### config.mk
export PLATFORM = sky130hd
export DESIGN_NAME = reset_cause_capture
export DESIGN_NICKNAME = d
export VERILOG_FILES = /design/src/include/reset_cause_pkg.sv /design/src/logic/reset_cause_capture.sv /design/src/logic/watchdog_timer.sv
export SDC_FILE = /design/constraint.sdc
export NUM_CORES = 1
export LEC_CHECK = 0
export BUFFER_PORTS_ARGS = -buffer_cell sky130_fd_sc_hd__buf_2
export CORE_UTILIZATION = 55
export DETAILED_ROUTE_END_ITERATION = 10
export MAX_ROUTING_LAYER = met4
export PLACE_DENSITY = 0.79
export SYNTH_ARGS = -nofsm -noshare
export SYNTH_HDL_FRONTEND = slang
export SYNTH_HIERARCHICAL = 1
export SYNTH_SLANG_ARGS = --single-unit
### constraint.sdc
create_clock -name clk_i -period 2.2 [get_ports clk_i]
set_input_delay 0.11 -clock clk_i [delete_from_list [all_inputs] [get_ports clk_i]]
set_output_delay 0.11 -clock clk_i [all_outputs]
set_load 0.005 [all_outputs]
### src/include/reset_cause_pkg.sv
package reset_cause_pkg;

  // Clock and sequencing times
  localparam int unsigned CLK_PERIOD_NS = 10;
  localparam int unsigned RESET_HOLD_NS = 640;
  localparam int unsigned RESET_HOLD_CYCLES =
    (RESET_HOLD_NS + CLK_PERIOD_NS - 1) / CLK_PERIOD_NS;
  localparam int unsigned WDOG_TIMEOUT_CYCLES = 262144;

  // Register addresses on the CPU bus
  localparam logic [15:0] RESET_CAUSE_ADDR = 16'h1800;
  localparam logic [15:0] FORCE_RESET_ADDR = 16'h1801;

  // Illegal address gaps
  localparam logic [15:0] RAM_GAP_LO = 16'h0470;
  localparam logic [15:0] RAM_GAP_HI = 16'h17ff;
  localparam logic [15:0] FLASH_GAP_LO = 16'h1860;
  localparam logic [15:0] FLASH_GAP_HI = 16'hbfff;

  // Reset cause field positions
  localparam int unsigned POWER_ON_BIT = 7;
  localparam int unsigned PIN_BIT = 6;
  localparam int unsigned WATCHDOG_BIT = 5;
  localparam int unsigned ILLEGAL_OPCODE_BIT = 4;
  localparam int unsigned ILLEGAL_ADDR_BIT = 3;
  localparam int unsigned CLOCK_GEN_BIT = 2;
  localparam int unsigned LOW_VOLTAGE_BIT = 1;
  localparam int unsigned FORCE_RESET_BIT = 0;

  // Reset values
  localparam logic [7:0] CAUSE_POR_VALUE = 8'h82;
  localparam logic [7:0] FORCE_READ_VALUE = 8'h00;
  localparam logic WATCHDOG_ENABLE_RESET = 1'h1;
  localparam logic [1:0] SYNC_RESET_LEVEL = 2'h1;

  // One CPU or debug bus access
  typedef struct packed {
    logic [15:0] addr;
    logic rd;
    logic wr;
    logic bdm;
    logic [7:0] wdata;
  } bus_req_type;

  // Reset requests other than low voltage
  typedef struct packed {
    logic pin;
    logic watchdog;
    logic illegal_opcode;
    logic illegal_addr;
    logic clock_gen;
    logic force_req;
  } reset_src_type;

  typedef enum logic [0:0] {
    SEQ_RUN = 1'b0,
    SEQ_HOLD = 1'b1
  } seq_state_type;

endpackage

### src/logic/reset_cause_capture.sv
`timescale 1ns/10ps
// Function
// - Read-only flags show last reset cause
// - Debug forced reset sets no flags
// - Any status write restarts watchdog, flags unchanged
// - Power-on sets power-on and low-voltage flags
// - Low-voltage reset keeps power-on, sets low-voltage
// - Other resets capture active sources, clear two
// - Reset pin low sets pin flag
// - Watchdog timeout sets flag, blocked when disabled
// - Illegal opcode, disabled stop, disabled background trigger reset
// - RAM to high-page gap access resets
// - High-page to flash gap access resets
// - Reserved register locations are not illegal
// - Clock generator request sets its flag
// - Both enables and trip cause low-voltage reset
// - Force register reads zero, one bit
// - User program writes to force ignored
// - Debug write of bit 0 forces reset
// - Watchdog enable write-once, defaults to one
module reset_cause_capture #(
  parameter int unsigned WDOG_TIMEOUT = reset_cause_pkg::WDOG_TIMEOUT_CYCLES
) (
  input wire logic clk_i,
  input wire logic rstn_i,
  input wire logic ce_i,
  input wire reset_cause_pkg::bus_req_type bus_i,
  input wire logic reset_pin_n_i,
  input wire logic low_voltage_i,
  input wire logic low_volt_reset_enable_i,
  input wire logic low_volt_stop_enable_i,
  input wire logic stop_enable_i,
  input wire logic background_mode_enable_i,
  input wire logic opcode_unimpl_i,
  input wire logic stop_exec_i,
  input wire logic enter_background_instr_i,
  input wire logic clock_gen_fault_i,
  input wire logic wdog_cfg_wr_i,
  input wire logic wdog_cfg_enable_i,
  output logic [7:0] rd_data_o,
  output logic sys_reset_o,
  output logic watchdog_enable_o
);
  localparam int unsigned HOLD_W =
    $clog2(reset_cause_pkg::RESET_HOLD_CYCLES + 1);
  localparam logic [HOLD_W-1:0] HOLD_LAST =
    HOLD_W'(reset_cause_pkg::RESET_HOLD_CYCLES - 1);

  // Address inside one of the two illegal gaps
  function automatic logic in_gap(input logic [15:0] addr);
    in_gap = (addr >= reset_cause_pkg::RAM_GAP_LO &&
              addr <= reset_cause_pkg::RAM_GAP_HI) ||
             (addr >= reset_cause_pkg::FLASH_GAP_LO &&
              addr <= reset_cause_pkg::FLASH_GAP_HI);
  endfunction

  // Write strobe to a given register address
  function automatic logic wr_to(input reset_cause_pkg::bus_req_type req,
                                 input logic [15:0] addr);
    wr_to = req.wr && (req.addr == addr);
  endfunction

  logic [2:0] sync_q [2];
  logic [1:0] pin_level;
  logic [1:0] async_in;
  reset_cause_pkg::seq_state_type state;
  reset_cause_pkg::seq_state_type next_state;
  logic [HOLD_W-1:0] hold_cnt;
  logic [HOLD_W-1:0] next_hold_cnt;
  logic [7:0] flags;
  logic [7:0] next_flags;
  logic sys_reset;
  logic next_sys_reset;
  logic [7:0] rd_data;
  logic [7:0] next_rd_data;
  logic wdog_en;
  logic next_wdog_en;
  logic wdog_locked;
  logic next_wdog_locked;
  logic wdog_expired;
  logic wdog_kick;
  logic lv_trip;
  logic pin_low;
  logic any_src;
  logic cpu_access;
  reset_cause_pkg::reset_src_type src;

  assign async_in = {low_voltage_i, reset_pin_n_i};

  // Three-stage synchronisers; level moves once stages two and three agree
  generate
    for (genvar i = 0; i < 2; i++)
    begin : g_sync
      logic [2:0] next_sync;
      logic next_level;
      always_comb
      begin
        next_sync = {sync_q[i][1:0], async_in[i]};
        next_level = pin_level[i];
        if (sync_q[i][1] == sync_q[i][2])
          next_level = sync_q[i][2];
      end
      always_ff @(posedge clk_i or negedge rstn_i)
      begin
        if (!rstn_i)
        begin
          sync_q[i] <= {3{reset_cause_pkg::SYNC_RESET_LEVEL[i]}};
          pin_level[i] <= reset_cause_pkg::SYNC_RESET_LEVEL[i];
        end
        else if (ce_i)
        begin
          sync_q[i] <= next_sync;
          pin_level[i] <= next_level;
        end
      end
    end
  endgenerate

  // Reset sources seen while running
  assign pin_low = !pin_level[0];
  assign lv_trip = pin_level[1] && low_volt_reset_enable_i &&
                   low_volt_stop_enable_i;
  assign cpu_access = (bus_i.rd || bus_i.wr) && !bus_i.bdm;
  assign src.pin = pin_low;
  assign src.watchdog = wdog_expired && wdog_en;
  assign src.illegal_opcode = opcode_unimpl_i ||
    (stop_exec_i && !stop_enable_i) ||
    (enter_background_instr_i && !background_mode_enable_i);
  // Only the two gaps are illegal; register areas never are
  assign src.illegal_addr =
    cpu_access && in_gap(bus_i.addr);
  assign src.clock_gen = clock_gen_fault_i;
  // Only a debug-origin write of bit 0 forces reset
  assign src.force_req = wr_to(bus_i, reset_cause_pkg::FORCE_RESET_ADDR) &&
    bus_i.bdm &&
    bus_i.wdata[reset_cause_pkg::FORCE_RESET_BIT];
  assign any_src = lv_trip || (|src);

  // Any write to the status address restarts the watchdog
  assign wdog_kick = (state == reset_cause_pkg::SEQ_RUN) &&
    wr_to(bus_i, reset_cause_pkg::RESET_CAUSE_ADDR);

  watchdog_timer #(
    .TIMEOUT(WDOG_TIMEOUT)
  ) u_watchdog (
    .clk_i(clk_i),
    .rstn_i(rstn_i),
    .ce_i(ce_i),
    .enable_i(wdog_en),
    .kick_i(wdog_kick),
    .clear_i(sys_reset),
    .expired_o(wdog_expired)
  );

  // Reset sequencer and cause capture
  always_comb
  begin
    next_state = state;
    next_hold_cnt = hold_cnt;
    next_flags = flags;
    case (state)
      reset_cause_pkg::SEQ_RUN:
      begin
        if (any_src)
        begin
          next_state = reset_cause_pkg::SEQ_HOLD;
          next_hold_cnt = '0;
          next_flags = '0;
          if (lv_trip)
          begin
            next_flags[reset_cause_pkg::POWER_ON_BIT] =
              flags[reset_cause_pkg::POWER_ON_BIT];
            next_flags[reset_cause_pkg::LOW_VOLTAGE_BIT] = 1'b1;
          end
          else
          begin
            // Power-on and low-voltage stay clear; force adds nothing
            next_flags[reset_cause_pkg::PIN_BIT] = src.pin;
            next_flags[reset_cause_pkg::WATCHDOG_BIT] =
              src.watchdog;
            next_flags[reset_cause_pkg::ILLEGAL_OPCODE_BIT] =
              src.illegal_opcode;
            next_flags[reset_cause_pkg::ILLEGAL_ADDR_BIT] =
              src.illegal_addr;
            next_flags[reset_cause_pkg::CLOCK_GEN_BIT] =
              src.clock_gen;
          end
        end
      end
      reset_cause_pkg::SEQ_HOLD:
      begin
        // Hold the reset while the pin or the supply is still bad
        if (hold_cnt != HOLD_LAST)
          next_hold_cnt = hold_cnt + HOLD_W'(1);
        else if (!pin_low && !lv_trip)
          next_state = reset_cause_pkg::SEQ_RUN;
      end
      default:
        next_state = reset_cause_pkg::SEQ_HOLD;
    endcase
    next_sys_reset = (next_state == reset_cause_pkg::SEQ_HOLD);
  end

  // Write-once watchdog enable, rearmed by every reset
  always_comb
  begin
    next_wdog_en = wdog_en;
    next_wdog_locked = wdog_locked;
    if (sys_reset)
    begin
      next_wdog_en = reset_cause_pkg::WATCHDOG_ENABLE_RESET;
      next_wdog_locked = 1'b0;
    end
    else if (wdog_cfg_wr_i && !wdog_locked)
    begin
      next_wdog_en = wdog_cfg_enable_i;
      next_wdog_locked = 1'b1;
    end
  end

  // Read data, loaded on each read; only CPU reads in the two gaps change anything else
  always_comb
  begin
    next_rd_data = rd_data;
    if (bus_i.rd)
    begin
      if (bus_i.addr == reset_cause_pkg::RESET_CAUSE_ADDR)
        next_rd_data = {flags[7:1], 1'b0};
      else if (bus_i.addr == reset_cause_pkg::FORCE_RESET_ADDR)
        next_rd_data = reset_cause_pkg::FORCE_READ_VALUE;
      else
        next_rd_data = '0;
    end
  end

  // Power-on reset loads the power-on cause pattern
  always_ff @(posedge clk_i or negedge rstn_i)
  begin
    if (!rstn_i)
    begin
      state <= reset_cause_pkg::SEQ_RUN;
      hold_cnt <= '0;
      flags <= reset_cause_pkg::CAUSE_POR_VALUE;
      sys_reset <= 1'b0;
      rd_data <= '0;
      wdog_en <= reset_cause_pkg::WATCHDOG_ENABLE_RESET;
      wdog_locked <= 1'b0;
    end
    else if (ce_i)
    begin
      state <= next_state;
      hold_cnt <= next_hold_cnt;
      flags <= next_flags;
      sys_reset <= next_sys_reset;
      rd_data <= next_rd_data;
      wdog_en <= next_wdog_en;
      wdog_locked <= next_wdog_locked;
    end
  end

  assign rd_data_o = rd_data;
  assign sys_reset_o = sys_reset;
  assign watchdog_enable_o = wdog_en;
endmodule

### src/logic/watchdog_timer.sv
`timescale 1ns/10ps
module watchdog_timer #(
  parameter int unsigned TIMEOUT = reset_cause_pkg::WDOG_TIMEOUT_CYCLES
) (
  input wire logic clk_i,
  input wire logic rstn_i,
  input wire logic ce_i,
  input wire logic enable_i,
  input wire logic kick_i,
  input wire logic clear_i,
  output logic expired_o
);
  localparam int unsigned CNT_W = $clog2(TIMEOUT + 1);
  localparam logic [CNT_W-1:0] LAST = CNT_W'(TIMEOUT - 1);

  logic [CNT_W-1:0] count;
  logic [CNT_W-1:0] next_count;
  logic expired;
  logic next_expired;

  // Count while enabled, restart on kick or system reset
  always_comb
  begin
    next_count = count;
    next_expired = 1'b0;
    if (clear_i || kick_i || !enable_i)
      next_count = '0;
    else if (count == LAST)
    begin
      next_count = '0;
      next_expired = 1'b1;
    end
    else
      next_count = count + CNT_W'(1);
  end

  always_ff @(posedge clk_i or negedge rstn_i)
  begin
    if (!rstn_i)
    begin
      count <= '0;
      expired <= 1'b0;
    end
    else if (ce_i)
    begin
      count <= next_count;
      expired <= next_expired;
    end
  end

  assign expired_o = expired;
endmodule

# After elaboration in Yosys (flattened, before gate mapping)
# Cells that the tools add are included.
dict set report op_classes {
  bitwise 2
  magnitude_cmp 4
  n_reduce_logical 39
  addsub 2
  n_eq_ne 8
  mux 18
}
# op count
set op_table {}
lappend op_table {{19-bit two-way mux} 2}
lappend op_table {{16-bit by 13-bit equality test with 1-bit output (second input constant)} 2}
lappend op_table {{19-bit by 1-bit adder with 19-bit output (second input constant)} 1}
lappend op_table {{19-bit by 18-bit equality test with 1-bit output (second input constant)} 1}
lappend op_table {{16-bit by 11-bit greater-or-equal comparator with 1-bit output (second input constant)} 1}
lappend op_table {{16-bit by 13-bit greater-or-equal comparator with 1-bit output (second input constant)} 1}
lappend op_table {{16-bit by 13-bit less-or-equal comparator with 1-bit output (second input constant)} 1}
lappend op_table {{16-bit less-or-equal comparator (second input constant)} 1}
lappend op_table {{1-bit logical AND} 16}
lappend op_table {{7-bit two-way mux} 2}
lappend op_table {{7-bit one-hot mux with 2 select lines} 1}
lappend op_table {{1-bit two-way mux} 10}
lappend op_table {{8-bit two-way mux} 1}
lappend op_table {{2-bit AND reduction} 4}
lappend op_table {{7-bit by 1-bit adder with 7-bit output (second input constant)} 1}
lappend op_table {{1-bit logical NOT} 7}
lappend op_table {{1-bit logical OR} 7}
lappend op_table {{7-bit by 6-bit inequality test with 1-bit output (second input constant)} 1}
lappend op_table {{3-bit AND reduction} 2}
lappend op_table {{6-bit OR reduction} 1}
lappend op_table {{5-bit two-way mux} 1}
lappend op_table {{4-bit AND reduction} 1}
lappend op_table {{1-bit equality test} 2}
lappend op_table {{2-bit by 1-bit inequality test with 1-bit output (second input constant)} 1}
lappend op_table {{other kinds (4)} 5}
dict set report word_totals {
  out_inout_bits 10
  regBits 53
  wordCells 86
  in_bits 42
}

# Longest topological paths before layout
# Gate-level depths: netlist (run 1).
dict set report depth {
  depth_word 8
  ltp_mapped 8
  depth_no_buf 8
}

# By module
# The synthesis (run 1) kept the hierarchy.
# mod cells_each area_each_um2 n_inst seq_area_each_um2
set by_module_without_submodules {}
lappend by_module_without_submodules {reset_cause_capture 160 1631.6 1 809.5}
lappend by_module_without_submodules {watchdog_timer 114 1114.8 1 500.5}

# Least setup slack after synthesis (run 1)
# OpenSTA, ideal clock, no wires.
dict set report synth_path {
  path_type {reg2reg}
  from {register sys_reset (netlist: sys_reset_o)}
  to {register u_watchdog.count[10]}
  setup_ns 0.077
  required_ns 2.123
  synth_period_minus_slack_ns 1.845
  arrival_ns 1.767
  path_stages_with_launch 8
  path_slack_ns 0.355
  path_buffers 2
  cell_sequence {dfrtp_1 > clkbuf_2 > clkinv_1 > and3_1 > nor3b_1 > o21ai_2 > buf_4 > a21oi_1}
}
dict set report synth_between {
  elab_chain_len 5
}
# item line
set synth_rtl {}
lappend synth_rtl {{start: declaration} reset_cause_capture.sv:72} ;# logic sys_reset;
lappend synth_rtl {{start signal: assignment} reset_cause_capture.sv:254} ;# sys_reset <= next_sys_reset;
lappend synth_rtl {{1-bit NOT (no line)} n/a}
lappend synth_rtl {{1-bit logical AND} n/a}
lappend synth_rtl {{named net wdog_kick} reset_cause_capture.sv:81} ;# logic wdog_kick;
lappend synth_rtl {{1-bit logical OR (2 in series)} watchdog_timer.sv:26} ;# if (clear_i || kick_i || !enable_i)
lappend synth_rtl {{19-bit two-way mux} watchdog_timer.sv:26}
lappend synth_rtl {{end signal: assignment} watchdog_timer.sv:46} ;# count <= next_count;
lappend synth_rtl {{end: declaration} watchdog_timer.sv:16} ;# logic [CNT_W-1:0] count;
# The timed path passes the listed nets, and every way through them passes these cells.
# A chain may end at the register's enable or synchronous reset.

# Worst setup path in the final report (run 1)
dict set report layout_path {
  from {register sys_reset (netlist: sys_reset_o)}
  to {register u_watchdog.count[3]}
}
# Same word-level chain as after synthesis.

==> qor.yml, run 1 <==
routing:
  dr.pass1.iters: 4
  wl_mm: 5.75
  ant_nets: 0
  drc: 0
  vias: 2298
  wl_per_cell_um: 14.7
  drt_first_iter_violations: 132
  vias_per_cell: 5.89
synth:
  syn_area_per_cell_sq_um: 10.0
  async_flop_share_pct: 100
  synth_ff_type: "dfrtp_1"
  netlist.area_leader.share_pct: 41.0
  ys_top_cells_by_area: "dfrtp_1, dfstp_2, nand2_1"
  ys_ff_latch: 52
  synth_nets: 318
  synth_edf_count: 0
  seq_area_frac_synth_pct: 47.7
  post-synth-top-area-cell: "dfrtp_1"
  syn_area_sq_um: 2750
  ys_warn_count: 6
  synthCells: 274
  ys_types: 66
clock_network:
  cts-htree-levels: 2
  cts_made_buffers: 5
  cts_tree: "yes"
  clock_latency_ps: 300
  cts.path.max_buffers: 2
  cts_hold_buffers: 1
  root_buffer: "clkbuf_8"
  path_clk_slew_ps: 90
  numClockSinks: 52
  post-cts-setup-buffer-count: 0
  cts.repair.resized: 0
power:
  ir_worst_vdd_uv: 474
  power.density_nw_per_um2: 730
  p_leak_nw: 1.36
sta:
  fin_crit_sh_pct: 87.7
  hold_viol_final: 0
  fin_setup_tns_ps: 0
  finClkSkew_ps: 4.72
  worstMarginPinSlew_ps: 563
  holdWs_ps: 30.5
  rsz0062_at_grt: "false"
  report.final.slew_viol_count: 0
  slew_headroom_pct: 62.5
  max_freq_mhz: 518
  post-route-min-period_ps: 1930
  setup_viol: 0
min_path:
  hp-start: "low_voltage_i"
  min_path_type: "input port to register"
layout:
  final_common_cell: "dfrtp_1"
  finalNonFillerCells: 390
  final_cell_mix: "dfrtp_1, buf_2, nand2_1"
  num-nets-final: 366
  fill_cells: 378
  drive_above_1_share_pct: 26.0
  final_util_pct: 66.9
  n_antenna_cell: 0
  syn_to_final_growth_pct: 15.9
  regArea_sq_um: 1310
  fin_area_sq_um: 3180
  multi_input_area_sq_um: 1350
floorplanning:
  io_pins: 52
  dieWidth_um: 72.7
  die_h_um: 72.7
  die_area_sq_um: 5280
  fp-row-count: 25
  initial_core_util_pct: 57.8
  core_area_sq_um: 4750
grt:
  grt_antenna_before_repair: 0
  first_global_vias: 2119
  grt_usage_pct: 24.2
  grt_pass1_wl_mm: 9.61
  overflow: 0
  grt_max_degree: 29
worst_setup_path:
  critPathRequiredTime_ps: 2420
  crit_path_max_incr_delay_ps: 420
  crit_path_top_delay_cell: "nor3b_1"
  path_cells: "clkinv_1, and3_1, nor3b_1, o21ai_2, buf_4, o221ai_1"
  arrival_ps: 2150
  crit_path_end_kind: "register"
  startpoint_type: "register"
  path_max_fanout: 16
  r2r_start: "sys_reset_o"
  criticalPathCategory: "register to register"
  cp-startpoint: "sys_reset_o"
status:
  status: "finished clean"
placement:
  hpwlAfterDp_mm: 4.21
  port_buffers: 43
  gp_congestion: 0.827
  placed_area_sq_um: 3060
  dpl.cell_count: 381
flow_run:
  maxCapViolCount: 0
## cells by family after synthesis
logic type | synth area share (%)
compound gates | 18.1
simple gates | 22.0
other cells | 0.137
mux | 4.69
buf+inv | 3.28
fa+ha+maj | 0.911
flops | 47.7
xor+xnor | 3.19
## report_power, final
part           total (mW)  internal (mW)  switching, mW
Combinational       0.451          0.203          0.247
Sequential           1.22           1.10          0.121
Clock               0.650          0.337          0.313
Total                2.32           1.64          0.681
## final timing paths
| check | endpoint | slack, ps | cells past startpoint |
|---|---|---|---|
| max | u_watchdog/count[3] | 270 | 6 |
| max in group asynchronous | g_sync[0].next_sync[1] | 1260 | 3 |
| min reg2reg | rd_data_o[7] | 470 | 2 |
| max reg2reg | u_watchdog/count[3] | 270 | 6 |
| min in group asynchronous | u_watchdog/count[15] | 320 | 2 |
| min | g_sync[1].next_sync[1] | 30 | 2 |
## area by class of cell
type | count | area share, %
multi-input cells | 201 | 42.3
flip-flops and latches | 52 | 41.2
repair buffers | 51 | 9.12
well taps | 67 | 2.63
clock buffers | 5 | 2.16
clock inverters | 3 | 1.34
inverters | 11 | 1.30
## cells in the mapped netlist (all sizes together), types with 2 or more instances
master / number
buf: 4
inv: 10
ha: 2
o21ai: 10
xor2: 4
and4: 2
clkbuf: 6
nand2b: 5
or4: 3
nor3: 9
a22o: 2
a2111oi: 2
nor2: 13
dfstp: 7
a21oi: 19
mux2i: 2
nand2: 30
o2bb2ai: 3
mux2: 9
dfrtp: 45
or3: 6
nand3: 20
nand4: 9
a21boi: 3
o31ai: 2
xnor2: 6
a22oi: 5
nor4: 5
o21a: 2
and3: 3
a2bb2oi: 2
## state kept, by name, summed over array words and instances, names as in the netlist
signal,cells
u_watchdog/count,19
watchdog_enable_o,1
rd_data_o,7
wdog_locked,1
g_sync.next_sync,4
flags,7
u_watchdog/expired_o,1
hold_cnt,7
pin_level,2
sys_reset_o,1
sync_q,2
## critical path, delay by kind of cell, from the launching register on
kind / cells / cell delay [ps]
AO/OA/AOI/OAI: 2 / 280
buffers and inverters: 2 / 490
flip-flops: 1 / 360
AND/OR/NAND/NOR: 2 / 710
## layer usage
layer | vias up | global-route usage (%) | wire length, um
li1 | 1112 | - | -
met1 | 1138 | 31.4 | 2630
met2 | 36 | 38.1 | 2870
met3 | 12 | 5.11 | 148
met4 | 0 | 7.84 | 104
met5 | - | - | 0
## metrics by stage
| stage | setup slack (ps) | power, mW |
|---|---|---|
| floorplan | 355 | 1.53 |
| global placement | 341 | 1.66 |
| detailed placement | 287 | 1.69 |
| CTS | 289 | 2.34 |
| global route | 157 | 2.44 |
| finish | 271 | 2.32 |
No activity file was read; power rests on OpenSTA's default activity.
==> run 2: changes to the inputs <==
- CAP_MARGIN: not set -> 20
- CORE_ASPECT_RATIO: not set -> 0.8
==> run 2 against run 1 <==
Net effect: count of clock-buffer cells in the layout grew 1; cell count shrank 2.1%; critical path depth is the same; maximum frequency shrank 1.0%; first-iteration DRC count shrank 3.8%; flip-flop and latch count is the same; via count grew 0.30%; setup slack lost 20 ps; critical endpoint unchanged.
==> qor.yml, run 2 (synthesis results as in run 1) <==
grt:
  grt_usage_pct: 25.8  # +1.6 points
  grt_antenna_before_repair: 0  # unchanged
  grt_max_degree: 53  # +83%
  overflow: 0  # unchanged
  first_global_vias: 2082  # -1.7%
  grt_pass1_wl_mm: 10.0  # +4.0%
sta:
  slew_headroom_pct: 56.1  # -6.3 points
  fin_setup_tns_ps: 0  # unchanged
  post-route-min-period_ps: 1950  # +20.2 ps
  finClkSkew_ps: 2.47  # -2.25 ps
  fin_crit_sh_pct: 88.6  # +0.92 points
  holdWs_ps: 37.0  # +6.50 ps
  max_freq_mhz: 513  # -1.0%
  rsz0062_at_grt: "false"
  hold_viol_final: 0  # unchanged
  report.final.slew_viol_count: 0  # unchanged
  setup_viol: 0  # unchanged
  worstMarginPinSlew_ps: 658  # +95.1 ps
worst_setup_path:
  crit_path_max_incr_delay_ps: 510  # +90 ps
  criticalPathCategory: "register to register"
  crit_path_end_kind: "register"
  path_max_fanout: 16  # unchanged
  startpoint_type: "register"
  reg2reg_slack_ps: 250  # -20 ps
  path_cells: "ha_1, nand4b_1, or4_1, o21ai_2, buf_4, o221ai_1"
  crit_path_top_delay_cell: "or4_1"
  arrival_ps: 2110  # -40 ps
  critPathRequiredTime_ps: 2360  # -60 ps
clock_network:
  cts.path.max_buffers: 2  # unchanged
  numClockSinks: 52  # unchanged
  cts_made_buffers: 5  # unchanged
  root_buffer: "clkbuf_8"
  path_clk_slew_ps: 90  # about the same
  cts-htree-levels: 2  # unchanged
  clock_latency_ps: 300  # about the same
  cts_tree: "yes"
routing:
  wl_mm: 5.97  # +3.9%
  dr.pass1.iters: 4  # unchanged
  drt_first_iter_violations: 127  # -3.8%
  wl_per_cell_um: 15.6  # +6.1%
  ant_nets: 0  # unchanged
  vias: 2305  # +0.30%
  drc: 0  # unchanged
  vias_per_cell: 6.03  # +2.4%
min_path:
  min_path_type: "input port to register"
layout:
  fin_area_sq_um: 3150  # -1.0%
  drive_above_1_share_pct: 25.5  # -0.54 points
  n_antenna_cell: 0  # unchanged
  largest-register: "u_watchdog/count"
  final_cell_mix: "dfrtp_1, buf_2, nand2_1"
  syn_to_final_growth_pct: 14.7
  final_util_pct: 67.3  # +0.38 points
  num-nets-final: 365  # -0.27%
  final_common_cell: "dfrtp_1"
  largest_reg_flops: 19  # unchanged
floorplanning:
  core_area_sq_um: 4680  # -1.6%
  fp-row-count: 22  # -12%
  dieWidth_um: 81.0  # +11%
  die_area_sq_um: 5280  # about the same
  die_h_um: 65.2  # -10%
  initial_core_util_pct: 58.7  # +0.93 points
  io_pins: 52  # unchanged
power:
  power.density_nw_per_um2: 738  # +1.1%
  pwr-share-clk_pct: 27.6  # -0.3 points
  swShare_pct: 29.4  # +0.10 points
  p_seq_share_pct: 52.7  # about the same
  finalPower_mw: 2.33  # about the same
  switchingPower_mw: 0.684  # +0.43%
  p_leak_nw: 1.35  # -0.61%
  internal-power_mw: 1.64  # about the same
  comb_power_share_pct: 19.7  # +0.3 points
  ir_worst_vdd_uv: 544  # +15%
flow_run:
  maxCapViolCount: 0  # unchanged
placement:
  hpwlAfterDp_mm: 4.34  # +2.9%
  port_buffers: 43  # unchanged
  placed_area_sq_um: 3030  # -0.94%
  gp_congestion: 0.833  # +0.77%
status:
  status: "finished clean"
[run 2: cell types whose count changed in the layout (fill, tap and decap cells not counted)]
cell	change
clkinvlp_4	-1
clkbuf_1	+1
buf_12	-1
[run 2: through the flow]
stage / setup WS [ps] / std cells
floorplan: 355 / 274
CTS: 252 / 382
finish: 251 / 382
global route: 151 / 382
global placement: 337 / 373
detailed placement: 254 / 373
[run 2: layout make-up]
cell class                 count  area [sq um]
fill                         388          1530
multi-input combinational    201          1350
sequential                    52          1310
timing repair buffer          50           270
tap                           60          75.1
clock buffer                   6          72.6
inverter                      11          41.3
clock inverter                 2          35.0
[run 2: final timing paths]
kind / startpoint / to / depth (start not counted)
max in group asynchronous: rstn_i / u_watchdog/expired_o / 3
min in group asynchronous: rstn_i / u_watchdog/count[6] / 3
hold reg to reg: rd_data_o[4] / rd_data_o[4] / 2
setup reg to reg: u_watchdog/count[0] / u_watchdog/count[3] / 6
setup / recovery: u_watchdog/count[0] / u_watchdog/count[3] / 6
hold / removal: reset_pin_n_i / g_sync[0].next_sync[1] / 2
[run 2: timing repair]
item / CTS / global route
endpoints found under the hold margin: 45 / 0
hold buffers: 1 / 0
gates resized for setup: 0 / 0
setup buffers: 0 / 0
[run 2: power groups by stage]
stage	registers, mW	logic [mW]	clock network, mW
finish	1.23	0.458	0.642
detailed placement	1.24	0.454	0
global route	1.25	0.512	0.693
global placement	1.23	0.428	0
CTS	1.22	0.460	0.657
floorplan	1.21	0.319	0
[run 2: layer usage]
metal | GRT usage, % | wire length (um)
met1 | 36.0 | 2750
met2 | 39.2 | 2880
met3 | 4.44 | 258
met4 | 6.92 | 83
met5 | - | 0
[run 2: worst max-delay path, delay by kind of cell, from the launching register on]
kind	cells	cell delay (ps)
AO/OA/AOI/OAI	2	310
adder cells (fa/ha/maj)	1	240
AND/OR/NAND/NOR	2	610
flip-flops	1	430
buffers and inverters	1	230
